==> config.mk <==
export PLATFORM = sky130hd
export DESIGN_NAME = vac_band_search
export DESIGN_NICKNAME = d
export VERILOG_FILES = /design/src/vac_pkg.sv /design/src/vac_band_search.sv
export SDC_FILE = /design/constraint.sdc
export NUM_CORES = 1
export LEC_CHECK = 0
export ABC_AREA = 1
export BUFFER_PORTS_ARGS = -buffer_cell sky130_fd_sc_hd__buf_2
export CORE_AREA = 3 3 179 181
export DETAILED_ROUTE_END_ITERATION = 10
export DIE_AREA = 0 0 182 184
export GPL_TIMING_DRIVEN = 0
export PLACE_DENSITY = 0.81
export RECOVER_POWER = 25
export SYNTH_ARGS = -nofsm -noshare
export SYNTH_HDL_FRONTEND = slang
export SYNTH_SLANG_ARGS = --single-unit
==> constraint.sdc <==
create_clock -name i_clock -period 4.5 [get_ports i_clock]
set_input_delay 0.675 -clock i_clock [delete_from_list [all_inputs] [get_ports i_clock]]
set_output_delay 0.675 -clock i_clock [all_outputs]
set_load 0.005 [all_outputs]
==> src/vac_pkg.sv <==
// Shared constants, types and register layout for the band search controller.
`default_nettype none

package vac_pkg;

   // ==========================================================================
   // Register offsets
   localparam logic [5:0] ADDR_INT = 6'h03;
   localparam logic [5:0] ADDR_FRAC = 6'h04;
   localparam logic [5:0] ADDR_CP = 6'h09;
   localparam logic [5:0] ADDR_CFG = 6'h0a;
   localparam logic [5:0] ADDR_BAND = 6'h15;
   localparam logic [5:0] ADDR_ODIV = 6'h16;
   localparam logic [5:0] ADDR_OCFG = 6'h17;

   // ==========================================================================
   // Field positions
   localparam int CFG_N_LSB = 0;
   localparam int CFG_DIS_BIT = 11;
   localparam int CFG_M_LSB = 13;
   localparam int CFG_RELOCK_BIT = 17;
   localparam int BAND_LSB = 1;
   localparam int ODIV_LSB = 0;
   localparam int GAIN_LSB = 6;
   localparam int OCFG_MUTE_BIT = 7;
   localparam int CP_DN_LSB = 0;
   localparam int CP_UP_LSB = 7;
   localparam int CP_OFF_LSB = 14;
   localparam int CP_UPOFF_BIT = 21;
   localparam int CP_DNOFF_BIT = 22;
   localparam int FRAC_BITS = 24;

   // ==========================================================================
   // Reset values and cycle counts
   localparam logic [23:0] REG_RST = 24'h000000;
   localparam logic [7:0] LINK_BITS = 8'h10;
   localparam logic [7:0] LINK_TICKS = 8'h14;
   localparam logic [7:0] SETTLE_TICKS = 8'h80;

   // ==========================================================================
   // Types
   typedef enum logic [2:0] {ST_IDLE, ST_SETTLE, ST_SEND, ST_MEASURE, ST_DECIDE,
                             ST_LAST_SEND, ST_LOAD} vac_state_type;

   typedef struct packed {
      logic dn_off_en;
      logic up_off_en;
      logic [6:0] offset;
      logic [6:0] up_gain;
      logic [6:0] dn_gain;
   } vac_cp_type;

endpackage : vac_pkg

`default_nettype wire

==> src/vac_band_search.sv <==
// Oscillator band search, divider loading, mute and charge pump control.
//
// Overview of operation
// - Division ratio is integer word plus fractional word over two to the 24.
// - Search machine clock is reference period times 1, 4, 16 or 32 for m of 0 to 3, m from bits 14:13.
// - Each measurement expects floor of ratio times 2^n counts and compares.
// - Five-bit search: up to six measurements, seven 20-tick link transfers.
// - Worst-case search time is 6R*2^n reference plus 268 search machine clock periods.
// - Search clock also clocks the 16-bit oscillator link; accuracy unaffected.
// - Once band is chosen the pending fractional word goes to the modulator.
// - Chosen band is readable in band register bits 8:1 after every search.
// - With search disabled a host band write reaches the oscillator at once.
// - Fractional mode: fractional write starts search, word applied after it.
// - Search disabled: fractional write applied at once, band unchanged.
// - Integer mode: integer write starts search; with search disabled the prescaler loads at once.
// - Outputs stay muted while the output divider field is zero.
// - Mute-during-search bit mutes outputs during frequency-change searches.
// - Output gain comes from divider register bits 10:6.
// - Pump up gain from bits 13:7, down gain from bits 6:0.
// - Pump offset from bits 20:14; bit 21 up offset, bit 22 down offset.
// - Measurement length exponent n from configuration bits 2:0.
// - Search enabled: every write of the mode's frequency word starts a search, same value too.
// - Auto-relock bit: on unlock, rerun search and relock only once.
`timescale 1ns/1ps
`default_nettype none

module vac_band_search
   import vac_pkg::*;
#(
   parameter int BAND_BITS = 5
)
(
   // Clock and reset
   input wire logic i_clock,
   input wire logic i_resetn,
   // Main serial port register access
   input wire logic i_reg_wr,
   input wire logic i_reg_rd,
   input wire logic [5:0] i_reg_addr,
   input wire logic [23:0] i_reg_wdata,
   output logic [23:0] o_reg_rdata,
   // Loop status and timing pulses
   input wire logic i_frac_mode,
   input wire logic i_ref_tick,
   input wire logic i_pd_tick,
   input wire logic i_vco_tick,
   input wire logic i_locked,
   // Divider and oscillator controls
   output logic [23:0] o_int_div,
   output logic [23:0] o_frac_div,
   output logic [7:0] o_band,
   output logic o_tune_hold,
   output logic o_cal_busy,
   // Internal oscillator serial link
   output logic o_link_clk_en,
   output logic o_link_sel,
   output logic o_link_data,
   // Output stage and charge pump
   output logic o_mute,
   output logic [5:0] o_out_div,
   output logic [4:0] o_out_gain,
   output vac_cp_type o_cp
);

   // ==========================================================================
   // Search machine clock divider
   logic [4:0] div_r, div_nxt, div_lim;
   logic fsm_tick_r, fsm_tick_nxt;
   logic [23:0] cfg_r;

   always_comb
   begin
      case (cfg_r[CFG_M_LSB +: 2])
         2'h0: div_lim = 5'h00;
         2'h1: div_lim = 5'h03;
         2'h2: div_lim = 5'h0f;
         default: div_lim = 5'h1f;
      endcase
      div_nxt = div_r;
      fsm_tick_nxt = 1'b0;
      if (i_ref_tick)
      begin
         if (div_r >= div_lim)
         begin
            div_nxt = 5'h00;
            fsm_tick_nxt = 1'b1;
         end
         else
         begin
            div_nxt = div_r + 5'h01;
         end
      end
   end

   always_ff @(posedge i_clock or negedge i_resetn)
   begin
      if (!i_resetn)
      begin
         div_r <= 5'h00;
         fsm_tick_r <= 1'b0;
      end
      else
      begin
         div_r <= div_nxt;
         fsm_tick_r <= fsm_tick_nxt;
      end
   end

   // ==========================================================================
   // Registers, band search machine and outputs
   vac_state_type st_r, st_nxt;
   logic [23:0] int_r, int_nxt, frac_r, frac_nxt, cp_r, cp_nxt, cfg_nxt;
   logic [23:0] band_r, band_nxt, odiv_r, odiv_nxt, ocfg_r, ocfg_nxt;
   logic [23:0] int_act_r, int_act_nxt, frac_act_r, frac_act_nxt, rdata_r, rdata_nxt;
   logic [7:0] band_act_r, band_act_nxt, trial_r, trial_nxt, tick_r, tick_nxt;
   logic [2:0] bit_r, bit_nxt, n_exp;
   logic [15:0] shift_r, shift_nxt;
   logic [31:0] meas_r, meas_nxt, target;
   logic [8:0] pd_r, pd_nxt, meas_len;
   logic last_r, last_nxt, freq_cal_r, freq_cal_nxt, used_r, used_nxt;
   logic lock_d_r, mute_r, mute_nxt, sel_r, sel_nxt, sdata_r, sdata_nxt;
   logic clk_en_r, clk_en_nxt, busy_r, busy_nxt;
   logic cal_dis, host_start, relock_start;
   logic [55:0] scaled;
   logic [7:0] band_max;

   always_comb
   begin
      n_exp = cfg_r[CFG_N_LSB +: 3];
      cal_dis = cfg_r[CFG_DIS_BIT];
      scaled = {8'h00, int_r, frac_r} << n_exp;
      target = scaled[FRAC_BITS +: 32];
      meas_len = 9'h001 << n_exp;
      band_max = 8'((9'h001 << BAND_BITS) - 9'h001);
      int_nxt = int_r;
      frac_nxt = frac_r;
      cp_nxt = cp_r;
      cfg_nxt = cfg_r;
      band_nxt = band_r;
      odiv_nxt = odiv_r;
      ocfg_nxt = ocfg_r;
      int_act_nxt = int_act_r;
      frac_act_nxt = frac_act_r;
      band_act_nxt = band_act_r;
      rdata_nxt = rdata_r;
      st_nxt = st_r;
      trial_nxt = trial_r;
      tick_nxt = tick_r;
      bit_nxt = bit_r;
      shift_nxt = shift_r;
      meas_nxt = meas_r;
      pd_nxt = pd_r;
      last_nxt = last_r;
      freq_cal_nxt = freq_cal_r;
      used_nxt = used_r;
      sel_nxt = 1'b0;
      sdata_nxt = 1'b0;
      clk_en_nxt = 1'b0;
      host_start = 1'b0;
      if (i_reg_wr)
      begin
         if (i_reg_addr == ADDR_INT)
         begin
            int_nxt = i_reg_wdata;
            if (cal_dis)
               int_act_nxt = i_reg_wdata;
            else if (!i_frac_mode)
               host_start = 1'b1;
         end
         else if (i_reg_addr == ADDR_FRAC)
         begin
            frac_nxt = i_reg_wdata;
            if (cal_dis)
               frac_act_nxt = i_reg_wdata;
            else if (i_frac_mode)
               host_start = 1'b1;
         end
         else if (i_reg_addr == ADDR_CP)
            cp_nxt = i_reg_wdata;
         else if (i_reg_addr == ADDR_CFG)
            cfg_nxt = i_reg_wdata;
         else if (i_reg_addr == ADDR_BAND)
         begin
            band_nxt = i_reg_wdata;
            if (cal_dis)
               band_act_nxt = i_reg_wdata[BAND_LSB +: 8];
         end
         else if (i_reg_addr == ADDR_ODIV)
            odiv_nxt = i_reg_wdata;
         else if (i_reg_addr == ADDR_OCFG)
            ocfg_nxt = i_reg_wdata;
      end
      if (i_reg_rd)
      begin
         if (i_reg_addr == ADDR_INT)
            rdata_nxt = int_r;
         else if (i_reg_addr == ADDR_FRAC)
            rdata_nxt = frac_r;
         else if (i_reg_addr == ADDR_CP)
            rdata_nxt = cp_r;
         else if (i_reg_addr == ADDR_CFG)
            rdata_nxt = cfg_r;
         else if (i_reg_addr == ADDR_BAND)
            rdata_nxt = band_r;
         else if (i_reg_addr == ADDR_ODIV)
            rdata_nxt = odiv_r;
         else if (i_reg_addr == ADDR_OCFG)
            rdata_nxt = ocfg_r;
         else
            rdata_nxt = REG_RST;
      end
      relock_start = cfg_r[CFG_RELOCK_BIT] && lock_d_r && !i_locked && !used_r
                     && (st_r == ST_IDLE) && !cal_dis;
      if (host_start)
         used_nxt = 1'b0;
      else if (relock_start)
         used_nxt = 1'b1;
      case (st_r)
         ST_IDLE:
         begin
         end
         ST_SETTLE:
         begin
            if (fsm_tick_r)
            begin
               tick_nxt = tick_r + 8'h01;
               if (tick_r == SETTLE_TICKS - 8'h01)
               begin
                  bit_nxt = 3'(BAND_BITS - 1);
                  trial_nxt = 8'h01 << (BAND_BITS - 1);
                  shift_nxt = {8'h00, 8'h01 << (BAND_BITS - 1)};
                  tick_nxt = 8'h00;
                  st_nxt = ST_SEND;
               end
            end
         end
         ST_SEND, ST_LAST_SEND:
         begin
            if (fsm_tick_r)
            begin
               tick_nxt = tick_r + 8'h01;
               if (tick_r < LINK_BITS)
               begin
                  sel_nxt = 1'b1;
                  clk_en_nxt = 1'b1;
                  sdata_nxt = shift_r[15];
                  shift_nxt = {shift_r[14:0], 1'b0};
               end
               if (tick_r == LINK_TICKS - 8'h01)
               begin
                  band_act_nxt = trial_r;
                  meas_nxt = 32'h00000000;
                  pd_nxt = 9'h000;
                  st_nxt = (st_r == ST_LAST_SEND) ? ST_LOAD : ST_MEASURE;
               end
            end
         end
         ST_MEASURE:
         begin
            if (i_vco_tick && (pd_r != 9'h000))
               meas_nxt = meas_r + 32'h00000001;
            if (i_pd_tick)
            begin
               pd_nxt = pd_r + 9'h001;
               if (pd_r == meas_len)
                  st_nxt = ST_DECIDE;
            end
         end
         ST_DECIDE:
         begin
            tick_nxt = 8'h00;
            if (last_r)
            begin
               if ((meas_r > target) && (trial_r != band_max))
                  trial_nxt = trial_r + 8'h01;
               shift_nxt = {8'h00, trial_nxt};
               st_nxt = ST_LAST_SEND;
            end
            else
            begin
               if (meas_r < target)
                  trial_nxt[bit_r] = 1'b0;
               if (bit_r == 3'h0)
                  last_nxt = 1'b1;
               else
               begin
                  bit_nxt = bit_r - 3'h1;
                  trial_nxt[bit_r - 3'h1] = 1'b1;
               end
               shift_nxt = {8'h00, trial_nxt};
               st_nxt = ST_SEND;
            end
         end
         ST_LOAD:
         begin
            band_nxt[BAND_LSB +: 8] = trial_r;
            int_act_nxt = int_r;
            frac_act_nxt = frac_r;
            freq_cal_nxt = 1'b0;
            st_nxt = ST_IDLE;
         end
         default:
            st_nxt = ST_IDLE;
      endcase
      if (host_start || relock_start)
      begin
         st_nxt = ST_SETTLE;
         tick_nxt = 8'h00;
         last_nxt = 1'b0;
         freq_cal_nxt = host_start;
      end
      mute_nxt = (odiv_r[ODIV_LSB +: 6] == 6'h00)
                 || (ocfg_r[OCFG_MUTE_BIT] && freq_cal_r);
      busy_nxt = (st_nxt != ST_IDLE);
   end

   always_ff @(posedge i_clock or negedge i_resetn)
   begin
      if (!i_resetn)
      begin
         int_r <= REG_RST;
         frac_r <= REG_RST;
         cp_r <= REG_RST;
         cfg_r <= REG_RST;
         band_r <= REG_RST;
         odiv_r <= REG_RST;
         ocfg_r <= REG_RST;
         int_act_r <= REG_RST;
         frac_act_r <= REG_RST;
         rdata_r <= REG_RST;
         band_act_r <= 8'h00;
         st_r <= ST_IDLE;
         trial_r <= 8'h00;
         tick_r <= 8'h00;
         bit_r <= 3'h0;
         shift_r <= 16'h0000;
         meas_r <= 32'h00000000;
         pd_r <= 9'h000;
         last_r <= 1'b0;
         freq_cal_r <= 1'b0;
         used_r <= 1'b0;
         lock_d_r <= 1'b0;
         mute_r <= 1'b1;
         sel_r <= 1'b0;
         sdata_r <= 1'b0;
         clk_en_r <= 1'b0;
         busy_r <= 1'b0;
      end
      else
      begin
         int_r <= int_nxt;
         frac_r <= frac_nxt;
         cp_r <= cp_nxt;
         cfg_r <= cfg_nxt;
         band_r <= band_nxt;
         odiv_r <= odiv_nxt;
         ocfg_r <= ocfg_nxt;
         int_act_r <= int_act_nxt;
         frac_act_r <= frac_act_nxt;
         rdata_r <= rdata_nxt;
         band_act_r <= band_act_nxt;
         st_r <= st_nxt;
         trial_r <= trial_nxt;
         tick_r <= tick_nxt;
         bit_r <= bit_nxt;
         shift_r <= shift_nxt;
         meas_r <= meas_nxt;
         pd_r <= pd_nxt;
         last_r <= last_nxt;
         freq_cal_r <= freq_cal_nxt;
         used_r <= used_nxt;
         lock_d_r <= i_locked;
         mute_r <= mute_nxt;
         sel_r <= sel_nxt;
         sdata_r <= sdata_nxt;
         clk_en_r <= clk_en_nxt;
         busy_r <= busy_nxt;
      end
   end

   // ==========================================================================
   // Output assignments straight from flip-flops
   assign o_reg_rdata = rdata_r;
   assign o_int_div = int_act_r;
   assign o_frac_div = frac_act_r;
   assign o_band = band_act_r;
   assign o_tune_hold = busy_r;
   assign o_cal_busy = busy_r;
   assign o_link_clk_en = clk_en_r;
   assign o_link_sel = sel_r;
   assign o_link_data = sdata_r;
   assign o_mute = mute_r;
   assign o_out_div = odiv_r[ODIV_LSB +: 6];
   assign o_out_gain = odiv_r[GAIN_LSB +: 5];
   assign o_cp = {cp_r[CP_DNOFF_BIT], cp_r[CP_UPOFF_BIT], cp_r[CP_OFF_LSB +: 7],
                  cp_r[CP_UP_LSB +: 7], cp_r[CP_DN_LSB +: 7]};

endmodule : vac_band_search

`default_nettype wire

==> results.cfg, run 1 <==
[run_status]
outcome = finished with violations
violations = capacitance limit, slew limit

[setup_path]
crit_family = buffers and inverters
r2r_start = cfg_r[1]$_DFFE_PN0P_
r2r-end = trial_r[5]$_DFFE_PN0P_
crit_required_ns = 4.90
cp.arrival_ns = 4.50
cp-end-kind = flop
criticalPathCategory = reg -> reg
reg2reg_depth = 23
crit_path_max_fanout = 10
cp_common_cell = nand2_1
cpPeakStageDelay_ns = 0.39
timing.reg2reg.setup_slack_ns = 0.40
critical_path_depth = 23
path_cells = clkbuf_1 -> inv_1 -> clkbuf_1 -> buf_1 -> o21ai_0 -> nand2_1 -> nand2_1 -> ha_1 -> nand2_1 -> inv_1 -> nand2_1 -> nand2_1 -> nand2_1 -> nand3_1 -> a21oi_2 -> nand2_2 -> nand2_1 -> buf_2 -> nand2_1 -> o21ai_0 -> nand2_1 -> nand2_1 -> o21ai_0
cp_slowest_cell = buf_1
critPathBufInv = 6
crit_path_start_kind = flop

[floorplanning]
die_x_um = 182
rows = 64
start_util_pct = 60.0
dieArea_um2 = 33500
core-area_um2 = 30600
io_pins = 159
die_h_um = 184

[drt]
wl_per_cell_um = 20.2
antenna_left = 0
drt_wl_total_um = 61300
drc = 0
avgViaCountPerCell = 5.99
first_iter_violations = 2304
first_pass_iters = 8
num_vias = 18200

[timing]
relSlewSlack_pct = -115
min_period_over_period_pct = 91.1
rsz0062_at_grt = false
maxSlewViolCount = 54
fmax_ghz = 0.244
hold_viol = 0
finalSetupTns_ns = 0
tightest_slew_ns = 3.22
setup_viol = 0
finalCriticalPeriod_ns = 4.10
holdWs_ns = 0.302
skew_ns = 0.0167

[hold_path]
holdCritStartpoint = i_locked
hold_depth = 1
holdPathEnd = lock_d_r$_DFF_PN0_
hold_class = in -> reg

[grt]
track_usage_pct = 36.3
grt_pass1_wl_um = 95800
grt_overflow = 0
grt_max_degree = 110
antenna_found_initial = 1
grt_pass1_vias = 17500

[placement]
gp_congestion = 0.986
io_buffers = 157
hpwl_um = 45700

[power]
ir_drop_mv = 0.337
power_density_nw_per_um2 = 396
p_leak_nw = 10.3

[cts]
numCtsBuffers = 38
cts.sinks = 341
ctsHtreeMaxLevel = 2
root_buffer = clkbuf_16
clk_pin_slew_worst_paths_ns = 0.06
cts_tree = yes
ctsLongestPathBuffers = 3
insertion_delay_ns = 0.54

[yosys]
async_flop_share_pct = 100
synth.top_cell.area_share_pct = 46.4
ys_seq_elements = 341
syn_nets = 2496
synth_flop_cell = dfrtp_1
yosysUniqueCellTypes = 54
yosys.area.top_type = dfrtp_1
syn_area_um2 = 18400
netlist_instances = 2413
ys_top_cells_by_count = nand2_1 (793), dfrtp_1 (340), o21ai_0 (308)
synthTopCellsByArea = dfrtp_1 (46%), nand2_1 (16%), o21ai_0 (8.4%)
yosysWarningCount = 0
synth_edf_count = 0
syn_avg_cell_area_um2 = 7.61
yosysSeqAreaShare_pct = 46.5
post-synth-top-count-cell = nand2_1

[job]
cap_violations = 1

[layout]
layout-drive-gt1-share_pct = 11.8
syn2layout_area_growth_pct = 14.4
nNetsFinal = 2696
## worst reg2reg max path, cell delays in order (launching register included)
cell	delay (ns)
dfrtp_1	0.35
clkbuf_1	0.25
inv_1	0.21
clkbuf_1	0.36
buf_1	0.39
o21ai_0	0.24
nand2_1	0.11
nand2_1	0.06
ha_1	0.28
nand2_1	0.07
inv_1	0.05
nand2_1	0.06
nand2_1	0.05
nand2_1	0.06
nand3_1	0.09
a21oi_2	0.31
nand2_2	0.21
nand2_1	0.14
buf_2	0.22
nand2_1	0.07
o21ai_0	0.08
nand2_1	0.07
nand2_1	0.14
o21ai_0	0.10
## worst max-delay path by stage
stage	startpoint	end	slack (ns)
after detailed placement	cfg_r[1]$_DFFE_PN0P_	trial_r[5]$_DFFE_PN0P_	0.35
final	cfg_r[1]$_DFFE_PN0P_	trial_r[5]$_DFFE_PN0P_	0.40
after floorplan	cfg_r[1]$_DFFE_PN0P_	trial_r[4]$_DFFE_PN0P_	1.50
after global placement	i_resetn	shift_r[9]$_DFFE_PN0P_	-3.68
after CTS	cfg_r[1]$_DFFE_PN0P_	trial_r[6]$_DFFE_PN0P_	0.35
after global routing	cfg_r[1]$_DFFE_PN0P_	trial_r[5]$_DFFE_PN0P_	0.06
## registers in the layout, summed over array words and instances (netlist names), 5 cells and up
register	count
frac_r	24
trial_r	8
shift_r	16
int_r	24
tick_r	8
band_r	24
pd_r	9
div_r	5
o_frac_div	24
meas_r	32
cfg_r	24
ocfg_r	24
o_reg_rdata	24
o_band	8
o_int_div	24
odiv_r	24
cp_r	24
## timing repair
action,in CTS,in global routing
resized for setup,0,1
hold buffers,0,0
buffers inserted,0,0
setup endpoints to repair,0,12
## kinds of logic (layout without fill, tap and decap cells)
| logic type | after synthesis | count (layout) | synth area share [%] |
|---|---|---|---|
| simple gates | 1131 | 1131 | 25.8 |
| compound gates | 472 | 472 | 14.3 |
| buf+inv | 394 | 623 | 8.97 |
| flops | 341 | 341 | 46.5 |
| fa+ha+maj | 44 | 44 | 3.00 |
| xor+xnor | 30 | 30 | 1.43 |
| mux | 1 | 1 | 0.0545 |
| other cells | 0 | 1 | 0 |
## cell type report
type,count,area [µm²]
multi-input combinational,1678,8180
clock inverter,16,210
clock buffer,53,1090
inverter,244,916
antenna,1,2.50
sequential,341,8530
tap,396,495
buffer,150,729
fill,2517,9590
timing repair buffer,160,846
## per-layer routing
| layer | wire (µm) | GRT usage, % | up-vias |
|---|---|---|---|
| li1 | - | - | 8267 |
| met1 | 25000 | 50.9 | 8636 |
| met2 | 26700 | 54.8 | 1132 |
| met3 | 7290 | 9.91 | 170 |
| met4 | 2270 | 12.9 | 2 |
| met5 | 71 | 1.57 | - |
## power breakdown
group | leakage, nW | internal (mW) | switching, mW
Combinational | 5.47 | 0.509 | 0.859
Sequential | 4.23 | 3.39 | 0.288
Clock | 0.632 | 1.94 | 1.33
## cells in the final DEF, fill, tap and decap left out, drive strengths merged, types with 7 or more instances in the layout
cell type  count
a211oi         9
a21oi         57
a22oi          7
buf          221
clkbuf       142
clkinv        10
dfrtp        340
ha            44
inv          243
nand2        796
nand3        128
nand4         46
nor2          90
nor3          46
nor4          10
o211ai         7
o21ai        312
o221ai         8
o22ai         26
o31ai         22
or2            7
xnor2          8
xor2          22
## metrics by stage
step	instances	setup WS [ns]	total power, mW	utilization (%)	cell area, µm²
floorplan	2413	1.50	4.49	-	18400
global placement	2966	-3.68	4.98	64.2	19600
detailed placement	2969	0.351	5.05	64.5	19700
CTS	3038	0.348	8.30	68.7	21000
global route	3039	0.0577	8.67	68.6	21000
finish	3039	0.399	8.32	68.6	21000
(Power assumes the default switching activity.)
==> inputs of run 2 (changes only) <==
--- a/config.mk
+++ b/config.mk
@@ -7,11 +7,11 @@
 export LEC_CHECK = 0
 export ABC_AREA = 1
 export BUFFER_PORTS_ARGS = -buffer_cell sky130_fd_sc_hd__buf_2
-export CORE_AREA = 3 3 179 181
+export CORE_AREA = 3 3 206 208
 export DETAILED_ROUTE_END_ITERATION = 10
-export DIE_AREA = 0 0 182 184
+export DIE_AREA = 0 0 209 211
 export GPL_TIMING_DRIVEN = 0
-export PLACE_DENSITY = 0.81
+export PLACE_DENSITY = 0.64
 export RECOVER_POWER = 25
 export SYNTH_ARGS = -nofsm -noshare
 export SYNTH_HDL_FRONTEND = slang
==> run 2 against run 1 <==
Net effect: the flow still finishes with violations (capacitance limit, slew limit); highest routed layer is now met4; clock skew grew 0.011 ns; worst hold slack lost 0.046 ns; final cell count grew 4.6%; worst setup slack lost 0.0024 ns; power grew 3.8%; flip-flop and latch count is the same; global-route usage shrank 7.5 points; non-clock buffer count is the same; utilization shrank 16 points; largest cell class unchanged; die area grew 32%.
==> results.cfg, run 2 (synthesis gave the netlist of run 1 again) <==
[cts]
cts_tree = yes
ctsHtreeMaxLevel = 2
cts.sinks = 341
clk_pin_slew_worst_paths_ns = 0.06
root_buffer = clkbuf_16
ctsHoldBuffers = 0
numCtsBuffers = 41
insertion_delay_ns = 0.58
ctsLongestPathBuffers = 3

[power]
power_frac_clock_pct = 41.6
combPwrFrac_pct = 15.8
seqPwrFrac_pct = 42.6
ir_drop_mv = 0.243
total_power_mw = 8.64
power_density_nw_per_um2 = 405
p_leak_nw = 10.4
sw_frac_of_total_pct = 29.3
power.internal_mw = 6.11
p_sw_mw = 2.53

[setup_path]
cp-end-kind = flop
cpPeakStageDelay_ns = 0.53
crit_family = simple AND/OR/NAND/NOR gates
cp_slowest_cell = buf_1
path_cells = buf_2 -> buf_1 -> nand2_1 -> nand3_1 -> o21ai_0 -> nand2_1 -> o21ai_0 -> ha_1 -> nand2_1 -> nor2_1 -> nand4_1 -> nor2_1 -> nand2_1 -> nand2_2 -> nand2_1 -> buf_2 -> o21ai_0 -> nand2_1 -> nand2_1 -> o21ai_0
crit_required_ns = 4.94
cp.arrival_ns = 4.54
crit_path_start_kind = flop
crit_path_max_fanout = 10
criticalPathCategory = reg -> reg
cp_common_cell = nand2_1
critPathBufInv = 3

[hold_path]
hold_class = in -> reg

[layout]
multi_input_area_um2 = 8180
layout_commonest_cell = nand2_1
most-common-layout-cells = nand2_1 (793), dfrtp_1 (340), o21ai_0 (308)
fillers = 4018
largest_reg_flops = 32
nNetsFinal = 2699
antenna_cells = 0
seqCellArea_um2 = 8530
syn2layout_area_growth_pct = 16.4
layout-drive-gt1-share_pct = 12.1
regMostFlops = meas_r

[timing]
hold_viol = 0
rsz0062_at_grt = false
skew_ns = 0.0282
setup_viol = 0
finalCriticalPeriod_ns = 4.10
holdWs_ns = 0.256
fmax_ghz = 0.244
relSlewSlack_pct = -161
tightest_slew_ns = 3.91
min_period_over_period_pct = 91.2
maxSlewViolCount = 67

[floorplanning]
core-area_um2 = 40700
io_pins = 159
die_h_um = 211
start_util_pct = 45.0
dieArea_um2 = 44100
die_x_um = 209
rows = 74

[drt]
drc = 0
num_vias = 17600
avgViaCountPerCell = 5.54
first_iter_violations = 1957
first_pass_iters = 6
antenna_left = 0
drt_wl_total_um = 64200
wl_per_cell_um = 20.2

[grt]
track_usage_pct = 28.9
grt_overflow = 0
grt_max_degree = 103
antenna_found_initial = 0
grt_pass1_wl_um = 99000
grt_pass1_vias = 16800

[job]
cap_violations = 1

[run_status]
violations = capacitance limit, slew limit
outcome = finished with violations

[placement]
io_buffers = 157
gp_congestion = 0.987
hpwl_um = 48900
==> run 2: cell types whose count changed in the layout (fill, tap and decap cells not counted), moves of 2 or more <==
cell	previous run	this run
clkbuf_1	96	93
clkbuf_16	39	42
clkbuf_8	6	8
clkbuf_2	0	2
bufinv_16	4	6
==> run 2: area by class of cell <==
| class | instances | share of cell area (%) |
|---|---|---|
| inverter | 244 | 4.29 |
| sequential | 341 | 40.0 |
| timing repair buffer | 160 | 4.05 |
| clock buffer | 56 | 5.54 |
| tap | 532 | 3.12 |
| multi-input combinational | 1678 | 38.3 |
| buffer | 150 | 3.43 |
| clock inverter | 18 | 1.32 |
==> run 2: layer usage <==
layer | up-vias | share of wire (%) | global-route usage (%)
met5 | - | 0 | 0
met4 | 0 | 3.0 | 9.35
met3 | 93 | 9.3 | 6.12
met2 | 823 | 44 | 44.0
met1 | 8406 | 44 | 41.4
li1 | 8278 | - | -
==> run 2: power by group through the flow <==
| stage | sequential (mW) | combinational [mW] | clock, mW |
|---|---|---|---|
| after floorplan | 3.62 | 0.874 | 0 |
| after CTS | 3.67 | 1.36 | 3.65 |
| after global placement | 3.71 | 1.30 | 0 |
| final | 3.68 | 1.36 | 3.60 |
| after global routing | 3.71 | 1.56 | 3.77 |
| after detailed placement | 3.72 | 1.35 | 0 |
==> run 2: timing repair <==
item / 4_1_cts / 5_1_grt
setup buffers: 0 / 0
gates resized for setup: 0 / 4
setup endpoints to repair: 0 / 16
==> run 2: path summary, 6_finish.rpt <==
check / startpoint / endpoint / slack (ns) / cells past startpoint
worst max register to register: cfg_r[0]$_DFFE_PN0P_ / trial_r[5]$_DFFE_PN0P_ / 0.40 / 20
min in group asynchronous: i_resetn / o_reg_rdata[17]$_DFFE_PN0P_ / 1.45 / 1
worst min register to register: o_reg_rdata[2]$_DFFE_PN0P_ / o_reg_rdata[2]$_DFFE_PN0P_ / 0.48 / 2
max in group asynchronous: i_resetn / meas_r[12]$_DFFE_PN0P_ / 0.80 / 1
worst max-delay path: cfg_r[0]$_DFFE_PN0P_ / trial_r[5]$_DFFE_PN0P_ / 0.40 / 20
worst min-delay path: i_locked / lock_d_r$_DFF_PN0_ / 0.26 / 1
==> run 2: worst register-to-register path, cell delays in order, from the launching register on <==
cell and delay [ns]:
dfrtp_1 0.36, buf_2 0.26, buf_1 0.54, nand2_1 0.16, nand3_1 0.12, o21ai_0 0.13
nand2_1 0.09, o21ai_0 0.14, ha_1 0.33, nand2_1 0.07, nor2_1 0.14, nand4_1 0.11
nor2_1 0.28, nand2_1 0.20, nand2_2 0.22, nand2_1 0.12, buf_2 0.21, o21ai_0 0.18
nand2_1 0.07, nand2_1 0.15, o21ai_0 0.10
==> run 2: metrics by stage <==
step	worst slack [ns]	setup TNS, ns	cell area, µm²	instances	util, %
global route	0.0461	0	21400	3179	52.4
finish	0.397	0	21400	3179	52.4
detailed placement	0.253	0	19900	3105	48.8
global placement	-3.94	-1324.32	19800	3102	48.6
CTS	0.247	0	21400	3179	52.4
floorplan	1.50	0	18400	2413	-
